==> src/rtl/tes_regs.svh <==
`ifndef TES_REGS_SVH
`define TES_REGS_SVH
// Register indices; byte address is four times the index
`define TES_IDX_KIND      10'h04D
`define TES_IDX_TIME      10'h04E
`define TES_IDX_COUNT     10'h04F
`define TES_IDX_RESID     10'h050
`define TES_IDX_STATUS    10'h051
// Field positions
`define TES_FALL_KIND_HI  7
`define TES_FALL_KIND_LO  4
`define TES_RISE_KIND_HI  3
`define TES_RISE_KIND_LO  0
`define TES_FALL_TIME_HI  6
`define TES_FALL_TIME_LO  4
`define TES_RISE_TIME_HI  2
`define TES_RISE_TIME_LO  0
`define TES_CNT_DBL_BIT   7
`define TES_CNT_HI        4
`define TES_CNT_LO        0
// Writable bit masks, reserved bits read zero
`define TES_TIME_MASK     8'h77
`define TES_COUNT_MASK    8'h9F
// Reset values
`define TES_KIND_RST      8'h00
`define TES_TIME_RST      8'h00
`define TES_COUNT_RST     8'h00
`define TES_RESID_RST     8'h00
// Amplitude levels
`define TES_LEVEL_FULL    8'hFF
`define TES_FRAC_ONE      9'h100
`define TES_FRAC_SH       8
`endif

==> src/rtl/tes_pkg.sv <==
package tes_pkg;
  typedef enum logic [3:0] {
    TES_STYLE_RSVD   = 4'b0000,
    TES_STYLE_LIN1   = 4'b0001,
    TES_STYLE_LIN2   = 4'b0010,
    TES_STYLE_LIN3   = 4'b0011,
    TES_STYLE_LUT    = 4'b0100,
    TES_STYLE_LUT_AC = 4'b0101,
    TES_STYLE_LUT_A  = 4'b0110
  } tes_style_e;

  typedef enum logic [1:0] {
    TES_ST_IDLE = 2'b00,
    TES_ST_FALL = 2'b01,
    TES_ST_HOLD = 2'b10,
    TES_ST_RISE = 2'b11
  } tes_state_e;
endpackage

==> src/rtl/tes_shape_if.sv <==
`timescale 1ns/1ns
`default_nettype none
interface tes_shape_if;
  logic [3:0] style;
  logic [2:0] tsel;
  logic [8:0] frac;
  logic [7:0] from_lvl;
  logic [7:0] to_lvl;
  logic [7:0] supply;
  logic [7:0] level;
  modport ctrl (output style, output tsel, output frac, output from_lvl,
                output to_lvl, output supply, input level);
  modport ramp (input style, input tsel, input frac, input from_lvl,
                input to_lvl, input supply, output level);
endinterface
`default_nettype wire

==> src/rtl/tes_ramp.sv <==
`timescale 1ns/1ns
`default_nettype none
`include "tes_regs.svh"
module tes_ramp (
  tes_shape_if.ramp sh
);
  // Curve tables, 4 tables of 9 breakpoints over the edge
  localparam logic [8:0] LUT [0:3][0:8] = '{
    '{9'h000, 9'h020, 9'h040, 9'h060, 9'h080, 9'h0A0, 9'h0C0, 9'h0E0, 9'h100},
    '{9'h000, 9'h008, 9'h020, 9'h048, 9'h080, 9'h0B8, 9'h0E0, 9'h0F8, 9'h100},
    '{9'h000, 9'h040, 9'h070, 9'h098, 9'h0B8, 9'h0D0, 9'h0E8, 9'h0F8, 9'h100},
    '{9'h000, 9'h008, 9'h018, 9'h030, 9'h048, 9'h068, 9'h090, 9'h0C0, 9'h100}
  };

  // Linear piece from (x0,y0) rising to y1 over 2**sh steps of f
  function automatic logic [8:0] seg(input logic [8:0] f, input logic [8:0] x0,
                                     input logic [8:0] y0, input logic [8:0] y1,
                                     input int sh);
    logic signed [19:0] p;
    p = ($signed({11'd0, f}) - $signed({11'd0, x0}))
      * ($signed({11'd0, y1}) - $signed({11'd0, y0}));
    p = (p >>> sh) + $signed({11'd0, y0});
    return p[8:0];
  endfunction

  logic [8:0]  g;
  logic [8:0]  g_adj;
  logic [8:0]  knee;
  logic [8:0]  k1;
  logic [8:0]  k2;
  logic [1:0]  ti;
  logic [2:0]  pi;
  logic [7:0]  sag;
  logic [17:0] boost;
  logic signed [18:0] lv;

  always_comb begin
    knee  = 9'(9'h080 + {2'd0, sh.tsel, 4'd0});
    k1    = 9'(9'h040 + {3'd0, sh.tsel, 3'd0});
    k2    = 9'(9'h0C0 + {3'd0, sh.tsel, 3'd0});
    ti    = sh.tsel[1:0];
    pi    = sh.frac[7:5];
    sag   = `TES_LEVEL_FULL - sh.supply;
    g     = `TES_FRAC_ONE;
    unique case (sh.style)
      tes_pkg::TES_STYLE_LIN1: g = sh.frac;
      tes_pkg::TES_STYLE_LIN2: begin
        if (sh.frac < 9'h080) g = seg(sh.frac, 9'h000, 9'h000, knee, 7);
        else g = seg(sh.frac, 9'h080, knee, `TES_FRAC_ONE, 7);
      end
      tes_pkg::TES_STYLE_LIN3: begin
        if (sh.frac < 9'h040) g = seg(sh.frac, 9'h000, 9'h000, k1, 6);
        else if (sh.frac < 9'h0C0) g = seg(sh.frac, 9'h040, k1, k2, 7);
        else g = seg(sh.frac, 9'h0C0, k2, `TES_FRAC_ONE, 6);
      end
      tes_pkg::TES_STYLE_LUT, tes_pkg::TES_STYLE_LUT_AC,
      tes_pkg::TES_STYLE_LUT_A: begin
        if (sh.frac[8]) g = `TES_FRAC_ONE;
        else g = seg(sh.frac, {1'b0, pi, 5'd0}, LUT[ti][pi],
                     LUT[ti][4'({1'b0, pi}) + 4'd1], 5);
      end
      // Reserved codes jump straight to the target level
      default: g = `TES_FRAC_ONE;
    endcase
    // Boost needs the finished curve value, so it follows the style decode
    boost = 18'(((18'h100 - {9'd0, g}) * {10'd0, sag}) >> 9);
    g_adj = g;
    if (sh.style == tes_pkg::TES_STYLE_LUT_AC ||
        sh.style == tes_pkg::TES_STYLE_LUT_A) begin
      g_adj = 9'(g + boost[8:0]);
      // Correction pulls the curve further ahead when the supply sags
      if (sh.style == tes_pkg::TES_STYLE_LUT_AC)
        g_adj = 9'(g_adj + {5'd0, sag[7:4]});
      if (g_adj > `TES_FRAC_ONE || g == `TES_FRAC_ONE) g_adj = `TES_FRAC_ONE;
    end
    lv = ($signed({11'd0, sh.to_lvl}) - $signed({11'd0, sh.from_lvl}))
       * $signed({10'd0, g_adj});
    lv = (lv >>> `TES_FRAC_SH) + $signed({11'd0, sh.from_lvl});
    sh.level = lv[7:0];
  end
endmodule // tes_ramp
`default_nettype wire

==> src/rtl/tes_shaper.sv <==
// The APB slave port was left to the implementer.
`timescale 1ns/1ns
`default_nettype none
`include "tes_regs.svh"
// Function
// - The falling-edge style comes from the upper nibble and the rising-edge style from the lower nibble of the edge kind register, decoded apart.
// - The rising-edge nibble uses the same style codes as the falling edge.
// - Code 1 gives one linear ramp and code 2 two linear ramps, computed without a table.
// - Code 3 gives three linear ramps, computed without a table.
// - Code 4 plays a table with no supply adaptation.
// - Code 5 plays a table adapted to the amplifier supply, with correction.
// - Code 6 plays a table adapted to the amplifier supply, without correction.
// - Time bits 6 to 4 are the falling-edge time constant for codes 2 and 3; code 1 ignores them.
// - Time bits 2 to 0 are the rising-edge time constant for codes 2 and 3; code 1 ignores them; bits 7 and 3 are reserved.
// - For codes 4 to 6 each 3-bit time field picks table 0 to 3 for its edge.
// - With the doubling bit clear each transition state lasts one carrier cycle, for both edges.
// - With the doubling bit set each transition state lasts two carrier cycles.
// - Count bits 4 to 0 give the number of transition states of both edges; bits 6 to 5 are reserved.
module tes_shaper #(
  parameter int ADDR_W      = 12,
  parameter int CARRIER_DIV = 2
) (
  input  wire logic              pclk,
  input  wire logic              presetn,
  input  wire logic              psel,
  input  wire logic              penable,
  input  wire logic              pwrite,
  input  wire logic [ADDR_W-1:0] paddr,
  input  wire logic [31:0]       pwdata,
  input  wire logic [3:0]        pstrb,
  output logic      [31:0]       prdata,
  output logic                   pready,
  output logic                   pslverr,
  input  wire logic              mod_req,
  input  wire logic [7:0]        pa_supply_level,
  output logic      [7:0]        carrier_amp,
  output logic                   edge_busy
);
  localparam int DIV_W = (CARRIER_DIV > 1) ? $clog2(CARRIER_DIV) : 1;

  function automatic logic idx_hit(input logic [ADDR_W-1:0] a, input logic [9:0] idx);
    return (a[ADDR_W-1:2] == (ADDR_W-2)'(idx)) && (a[1:0] == 2'b00);
  endfunction

  // Register file
  logic [7:0] kind_q;
  logic [7:0] time_q;
  logic [7:0] count_q;
  logic [7:0] resid_q;
  logic [31:0] rdata_d;
  logic [31:0] rdata_q;
  logic        mapped;
  logic        wr_en;

  // Synchroniser for the supply level, which comes from the analog side
  logic [7:0] sup_s1_q;
  logic [7:0] sup_s2_q;
  logic [7:0] sup_s3_q;
  logic [7:0] supply_q;

  // Sequencer
  tes_pkg::tes_state_e state_q;
  logic [DIV_W-1:0] div_q;
  logic             carrier_tick;
  logic             half_q;
  logic             step_tick;
  logic [4:0]       step_q;
  logic [7:0]       amp_q;
  logic [7:0]       snap_kind_q;
  logic [7:0]       snap_time_q;
  logic [7:0]       snap_count_q;
  logic [7:0]       snap_resid_q;
  logic             last_step;
  logic [8:0]       frac;
  logic             falling;

  tes_shape_if shape ();

  tes_ramp u_ramp (
    .sh (shape.ramp)
  );

  // APB decode
  always_comb begin
    mapped = idx_hit(paddr, `TES_IDX_KIND) || idx_hit(paddr, `TES_IDX_TIME) ||
             idx_hit(paddr, `TES_IDX_COUNT) || idx_hit(paddr, `TES_IDX_RESID) ||
             idx_hit(paddr, `TES_IDX_STATUS);
    wr_en  = psel && penable && pwrite && mapped && pstrb[0];
  end

  assign pready  = 1'b1;
  assign pslverr = psel && penable && !mapped;
  assign prdata  = rdata_q;

  always_comb begin
    rdata_d = 32'h0000_0000;
    if (idx_hit(paddr, `TES_IDX_KIND)) rdata_d[7:0] = kind_q;
    else if (idx_hit(paddr, `TES_IDX_TIME)) rdata_d[7:0] = time_q;
    else if (idx_hit(paddr, `TES_IDX_COUNT)) rdata_d[7:0] = count_q;
    else if (idx_hit(paddr, `TES_IDX_RESID)) rdata_d[7:0] = resid_q;
    else if (idx_hit(paddr, `TES_IDX_STATUS)) begin
      rdata_d[0]     = edge_busy;
      rdata_d[2:1]   = state_q;
      rdata_d[12:8]  = step_q;
      rdata_d[23:16] = amp_q;
      rdata_d[31:24] = supply_q;
    end
  end

  // Read data is caught in the setup cycle so it stands through the access cycle
  always_ff @(posedge pclk or negedge presetn) begin
    if (!presetn) begin
      rdata_q <= 32'h0000_0000;
    end else if (psel && !penable && !pwrite) begin
      rdata_q <= rdata_d;
    end
  end

  always_ff @(posedge pclk or negedge presetn) begin
    if (!presetn) begin
      kind_q  <= `TES_KIND_RST;
      time_q  <= `TES_TIME_RST;
      count_q <= `TES_COUNT_RST;
      resid_q <= `TES_RESID_RST;
    end else if (wr_en) begin
      if (idx_hit(paddr, `TES_IDX_KIND)) kind_q <= pwdata[7:0];
      if (idx_hit(paddr, `TES_IDX_TIME)) time_q <= pwdata[7:0] & `TES_TIME_MASK;
      if (idx_hit(paddr, `TES_IDX_COUNT)) count_q <= pwdata[7:0] & `TES_COUNT_MASK;
      if (idx_hit(paddr, `TES_IDX_RESID)) resid_q <= pwdata[7:0];
    end
  end

  // A new value counts only once the second and third stages agree
  always_ff @(posedge pclk or negedge presetn) begin
    if (!presetn) begin
      sup_s1_q <= 8'h00;
      sup_s2_q <= 8'h00;
      sup_s3_q <= 8'h00;
      supply_q <= 8'h00;
    end else begin
      sup_s1_q <= pa_supply_level;
      sup_s2_q <= sup_s1_q;
      sup_s3_q <= sup_s2_q;
      if (sup_s2_q == sup_s3_q) supply_q <= sup_s3_q;
    end
  end

  // Carrier cycle enable, restarted between edges so every edge has the same length
  always_ff @(posedge pclk or negedge presetn) begin
    if (!presetn) begin
      div_q <= '0;
    end else if (state_q == tes_pkg::TES_ST_IDLE || state_q == tes_pkg::TES_ST_HOLD) begin
      div_q <= '0;
    end else if (div_q == DIV_W'(CARRIER_DIV - 1)) begin
      div_q <= '0;
    end else begin
      div_q <= div_q + 1'b1;
    end
  end

  assign carrier_tick = (div_q == DIV_W'(CARRIER_DIV - 1));

  // With doubling each state waits for every second carrier cycle
  assign step_tick = carrier_tick &&
                     (!snap_count_q[`TES_CNT_DBL_BIT] || half_q);

  always_ff @(posedge pclk or negedge presetn) begin
    if (!presetn) begin
      half_q <= 1'b0;
    end else if (state_q == tes_pkg::TES_ST_IDLE || state_q == tes_pkg::TES_ST_HOLD) begin
      half_q <= 1'b0;
    end else if (carrier_tick) begin
      half_q <= !half_q;
    end
  end

  // Settings are frozen at the start of an edge; a write mid-edge would tear the shape
  always_ff @(posedge pclk or negedge presetn) begin
    if (!presetn) begin
      snap_kind_q  <= `TES_KIND_RST;
      snap_time_q  <= `TES_TIME_RST;
      snap_count_q <= `TES_COUNT_RST;
      snap_resid_q <= `TES_RESID_RST;
    end else if ((state_q == tes_pkg::TES_ST_IDLE && mod_req) ||
                 (state_q == tes_pkg::TES_ST_HOLD && !mod_req)) begin
      snap_kind_q  <= kind_q;
      snap_time_q  <= time_q;
      snap_count_q <= count_q;
      snap_resid_q <= resid_q;
    end
  end

  assign last_step = ({1'b0, step_q} + 6'd1 >=
                      {1'b0, snap_count_q[`TES_CNT_HI:`TES_CNT_LO]});

  always_ff @(posedge pclk or negedge presetn) begin
    if (!presetn) begin
      state_q <= tes_pkg::TES_ST_IDLE;
      step_q  <= 5'd0;
    end else begin
      unique case (state_q)
        tes_pkg::TES_ST_IDLE: begin
          step_q <= 5'd0;
          if (mod_req) state_q <= tes_pkg::TES_ST_FALL;
        end
        tes_pkg::TES_ST_FALL: begin
          if (step_tick) begin
            if (last_step) begin
              state_q <= tes_pkg::TES_ST_HOLD;
              step_q  <= 5'd0;
            end else begin
              step_q <= step_q + 5'd1;
            end
          end
        end
        tes_pkg::TES_ST_HOLD: begin
          step_q <= 5'd0;
          if (!mod_req) state_q <= tes_pkg::TES_ST_RISE;
        end
        tes_pkg::TES_ST_RISE: begin
          if (step_tick) begin
            if (last_step) begin
              state_q <= tes_pkg::TES_ST_IDLE;
              step_q  <= 5'd0;
            end else begin
              step_q <= step_q + 5'd1;
            end
          end
        end
      endcase
    end
  end

  // Fraction of the edge covered after this step, 256 is the whole edge
  always_comb begin
    frac = `TES_FRAC_ONE;
    if (!last_step) begin
      frac = 9'((({1'b0, step_q} + 6'd1) * 14'd256) /
                {9'd0, snap_count_q[`TES_CNT_HI:`TES_CNT_LO]});
    end
  end

  assign falling = (state_q == tes_pkg::TES_ST_FALL);

  always_comb begin
    shape.frac     = frac;
    shape.supply   = supply_q;
    shape.from_lvl = falling ? `TES_LEVEL_FULL : snap_resid_q;
    shape.to_lvl   = falling ? snap_resid_q : `TES_LEVEL_FULL;
    if (falling) begin
      shape.style = snap_kind_q[`TES_FALL_KIND_HI:`TES_FALL_KIND_LO];
      shape.tsel  = snap_time_q[`TES_FALL_TIME_HI:`TES_FALL_TIME_LO];
    end else begin
      shape.style = snap_kind_q[`TES_RISE_KIND_HI:`TES_RISE_KIND_LO];
      shape.tsel  = snap_time_q[`TES_RISE_TIME_HI:`TES_RISE_TIME_LO];
    end
  end

  always_ff @(posedge pclk or negedge presetn) begin
    if (!presetn) begin
      amp_q <= `TES_LEVEL_FULL;
    end else if ((state_q == tes_pkg::TES_ST_FALL || state_q == tes_pkg::TES_ST_RISE)
                 && step_tick) begin
      amp_q <= shape.level;
    end else if (state_q == tes_pkg::TES_ST_IDLE) begin
      amp_q <= `TES_LEVEL_FULL;
    end else if (state_q == tes_pkg::TES_ST_HOLD) begin
      amp_q <= snap_resid_q;
    end
  end

  assign carrier_amp = amp_q;
  assign edge_busy   = (state_q == tes_pkg::TES_ST_FALL) ||
                       (state_q == tes_pkg::TES_ST_RISE);
endmodule // tes_shaper
`default_nettype wire

==> config.mk <==
export PLATFORM = sky130hd
export DESIGN_NAME = tes_shaper
export DESIGN_NICKNAME = d
export VERILOG_FILES = /design/src/rtl/tes_pkg.sv /design/src/rtl/tes_shape_if.sv /design/src/rtl/tes_ramp.sv /design/src/rtl/tes_shaper.sv
export VERILOG_INCLUDE_DIRS = /design/src /design/src/rtl
export SDC_FILE = /design/constraint.sdc
export NUM_CORES = 1
export LEC_CHECK = 0
export ABC_AREA = 1
export ABC_CLOCK_PERIOD_IN_PS = 43900
export BUFFER_PORTS_ARGS = -buffer_cell sky130_fd_sc_hd__buf_2
export CELL_PAD_IN_SITES_DETAIL_PLACEMENT = 1
export CELL_PAD_IN_SITES_GLOBAL_PLACEMENT = 2
export CORE_MARGIN = 2
export CORE_UTILIZATION = 25
export CTS_CLUSTER_SIZE = 24
export DETAILED_ROUTE_END_ITERATION = 6
export HOLD_SLACK_MARGIN = 0.03
export PLACE_DENSITY_LB_ADDON = 0.1
export SYNTH_ARGS = -nofsm -noshare
export SYNTH_HDL_FRONTEND = slang
export SYNTH_SLANG_ARGS = --single-unit
==> constraint.sdc <==
create_clock -name pclk -period 43.9 [get_ports pclk]
set_input_delay 4.39 -clock pclk [delete_from_list [all_inputs] [get_ports pclk]]
set_output_delay 4.39 -clock pclk [all_outputs]
set_load 0.01 [all_outputs]
==> summary.txt <==
Site Rows - 110
Die X - 305.7 µm
CTS tree - built
Endpoint class of the critical path - flip-flop
Worst min-delay path startpoint - sup_s1_q[5]$_DFF_PN0_
Worst stage delay on the critical path - 0.55 ns
Post-DP HPWL - 63940 µm
H-tree depth - 4
Worst slew pin tran - 0.9778 ns
Sequential-to-total area share from yosys stat - 14.78%
Crit-path max FO - 15
Cts hold-fix bufs - 0
Startpoint Class - flip-flop
Clock Skew - 0.01263 ns
Grt total ovfl - 0
RSZ-0062 raised after global routing - false
Post-route ant nets - 0
Skew-Pair Late Insertion Delay - 0.44 ns
Post-synth EDFFs - 0
Worst hold path type - flip-flop to flip-flop
Sink Count - 134
Final RePlAce weighted congestion - 0.7983
DR WL/cell - 17.26 µm
Crit path launch - step_q[0]$_DFFE_PN0P_
Mapped cell area - 22750 µm²
DIE HEIGHT - 305.7 µm
Most used cell, CP - nand2_1
Via density per instance - 4.580
Final setup TNS - 0 ns
Max Freq - 0.02499 GHz
Xor/xnor cell area share of the yosys netlist - 5.731%
Synthesized instance count - 3113
Die area - 93420 µm²
Total CTS buffers - 17
Largest net degree at the start of global routing - 79
Setup-failing EPs final - 0
Root Buffer - clkbuf_16
Unique masters post-synth - 68
Fin. max-slew vios - 0
Max-cap violations - 0
Global-route wire length before repair - 122000 µm
Adder-cell share of the synthesized area - 33.32%
Crit Path Class - flip-flop to flip-flop
CP arrival - 40.39 ns
Initial antenna violation count - 5
Largest family of logic cells by synthesized area - adder cells
Mux share of post-synthesis cell area - 0.1485%
Layout cells sized above 1 - 8.529%
Ys flop type - dfrtp_1
Initial core utilization - 25.23%
Detailed-route via count - 19990
Status - finished clean
Clock Path Buffers - 2
#FFs+latches synth - 134
Initial DRC count - 769
Number of global-route vias before repair - 22030
Synth Area in Simple Gates - 24.07%
Required time worst endpoint - 44.27 ns
R2r startpoint - step_q[0]$_DFFE_PN0P_
Asr flop ratio synth - 100.0%
Final hold vios - 0
Number of synthesis warnings - 0
Post-layout minimum cycle time - 40.02 ns
Post-synthesis compound-gate area fraction - 10.40%
Post-Syn Area per Cell - 7.307 µm²
Fillers - 11020
DRC viols - 0
Detailed Routing Iterations Pass 1 - 5
Tcrit/Tclk final - 91.17%
Overall Global Routing Usage - 16.39%
Area delta synth->final - 10.63%
Total Wirelength - 75340 µm
PortBufs - 73
Worst path slowest cell - fa_1
Commonest cells after routing, fill and taps aside - 592 x inv_1, 592 x nand2_1, 324 x nor2_1, 305 x ha_1, 188 x fa_1
N_diodes - 0
Core area - 90150 µm²
Fin nets - 3731
Relative slew slack - 34.22%
Worst-path clk slew - 0.07 ns
Io pins - 105
Multi-input gate area - 16870 µm²
Register area - 3366 µm²
## synthesized netlist by cell type, types with 14 or more instances
cell type  instances  area, µm²
dfrtp_1          126       3153
xnor2_1           48      420.4
fa_1             188       3764
clkbuf_1          39      146.4
xor2_1            99      867.1
nand2_2           30      187.7
inv_1            594       2230
o21ai_0          155      775.7
a21oi_1          134      670.6
nor3_1            25      125.1
or2_2             17      106.4
nand4_1           44      275.3
o31ai_1           16      120.1
ha_1             305       3816
inv_2             15      56.30
o21ai_1           14      70.07
nand3_1          137      685.7
nand2_1          594       2230
nor2_1           325       1220
## routing by layer
metal	GRT usage, %	wire, µm	share of wire [%]
met4	3.013	913	1.2
met5	0	20	0.027
met3	1.116	1119	1.5
met2	29.21	37160	49
met1	21.84	36130	48
## what timing repair did
item / in CTS / in global routing
resized for setup: 0 / 28
setup endpoints to repair: 0 / 7
buffers inserted: 0 / 3
## worst paths after layout
path                                          endpoint  slack [ns]  cells after the start
hold / removal                   sup_s2_q[5]$_DFF_PN0_        0.35                      0
max in group asynchronous  shape.supply[2]$_DFFE_PN0N_       38.58                      2
setup / recovery            carrier_amp[7]$_DFFE_PN1P_        3.88                    233
setup reg to reg            carrier_amp[7]$_DFFE_PN1P_        3.88                    233
min in group asynchronous       prdata[20]$_DFFE_PN0P_        3.98                      1
hold reg to reg                  sup_s2_q[5]$_DFF_PN0_        0.35                      0
## metrics by stage
step	setup WS, ns	instances	hold slack [ns]	utilization (%)	cell area (µm²)
CTS	1.670	4362	0.3501	27.80	25060
detailed placement	1.795	4330	0.3355	27.17	24490
floorplan	8.868	3115	0.3312	-	22760
finish	3.878	4365	0.3507	27.92	25170
global route	0.008267	4365	0.3553	27.92	25170
global placement	2.221	4330	0.3377	27.17	24490
## kinds of logic after synthesis
group,after synthesis
AOI/OAI and AO/OA,414
muxes,3
adders and majority gates,493
xor gates and xnor gates,148
buffers and inverters,676
and+or+nand+nor,1243
other,2
DFF,134
## state kept, by name, indices dropped and copies added, names as in the netlist
name	flops
prdata	29
carrier_amp	8
kind_q	8
resid_q	8
shape.supply	8
snap_kind_q	8
snap_resid_q	8
sup_s1_q	8
sup_s2_q	8
sup_s3_q	8
count_q	6
snap_count_q	6
snap_time_q	6
time_q	6
step_q	5
state_q	2
carrier_tick	1
half_q	1
## worst max-delay path: cells and delay by family, from the launching register on
| family | cells | cell delay, ns |
|---|---|---|
| adders and majority gates | 37 | 13.73 |
| and+or+nand+nor | 105 | 13.18 |
| AOI/OAI and AO/OA | 49 | 8.22 |
| buffers and inverters | 35 | 2.90 |
| xor gates and xnor gates | 7 | 1.32 |
| DFF | 1 | 0.50 |
## final cells by class
class                   instances  share of cell area, %
well taps                    1176                  5.847
clock buffers                  18                  1.705
inverters                     623                  9.332
clock inverters                14                 0.5568
repair buffers                 95                  2.133
multi-input cells            2305                  67.05
flip-flops and latches        134                  13.37
Power is left out: the tool's default activity adds up to more than one toggle a clock period on the data nets, which glitch-free logic cannot reach.
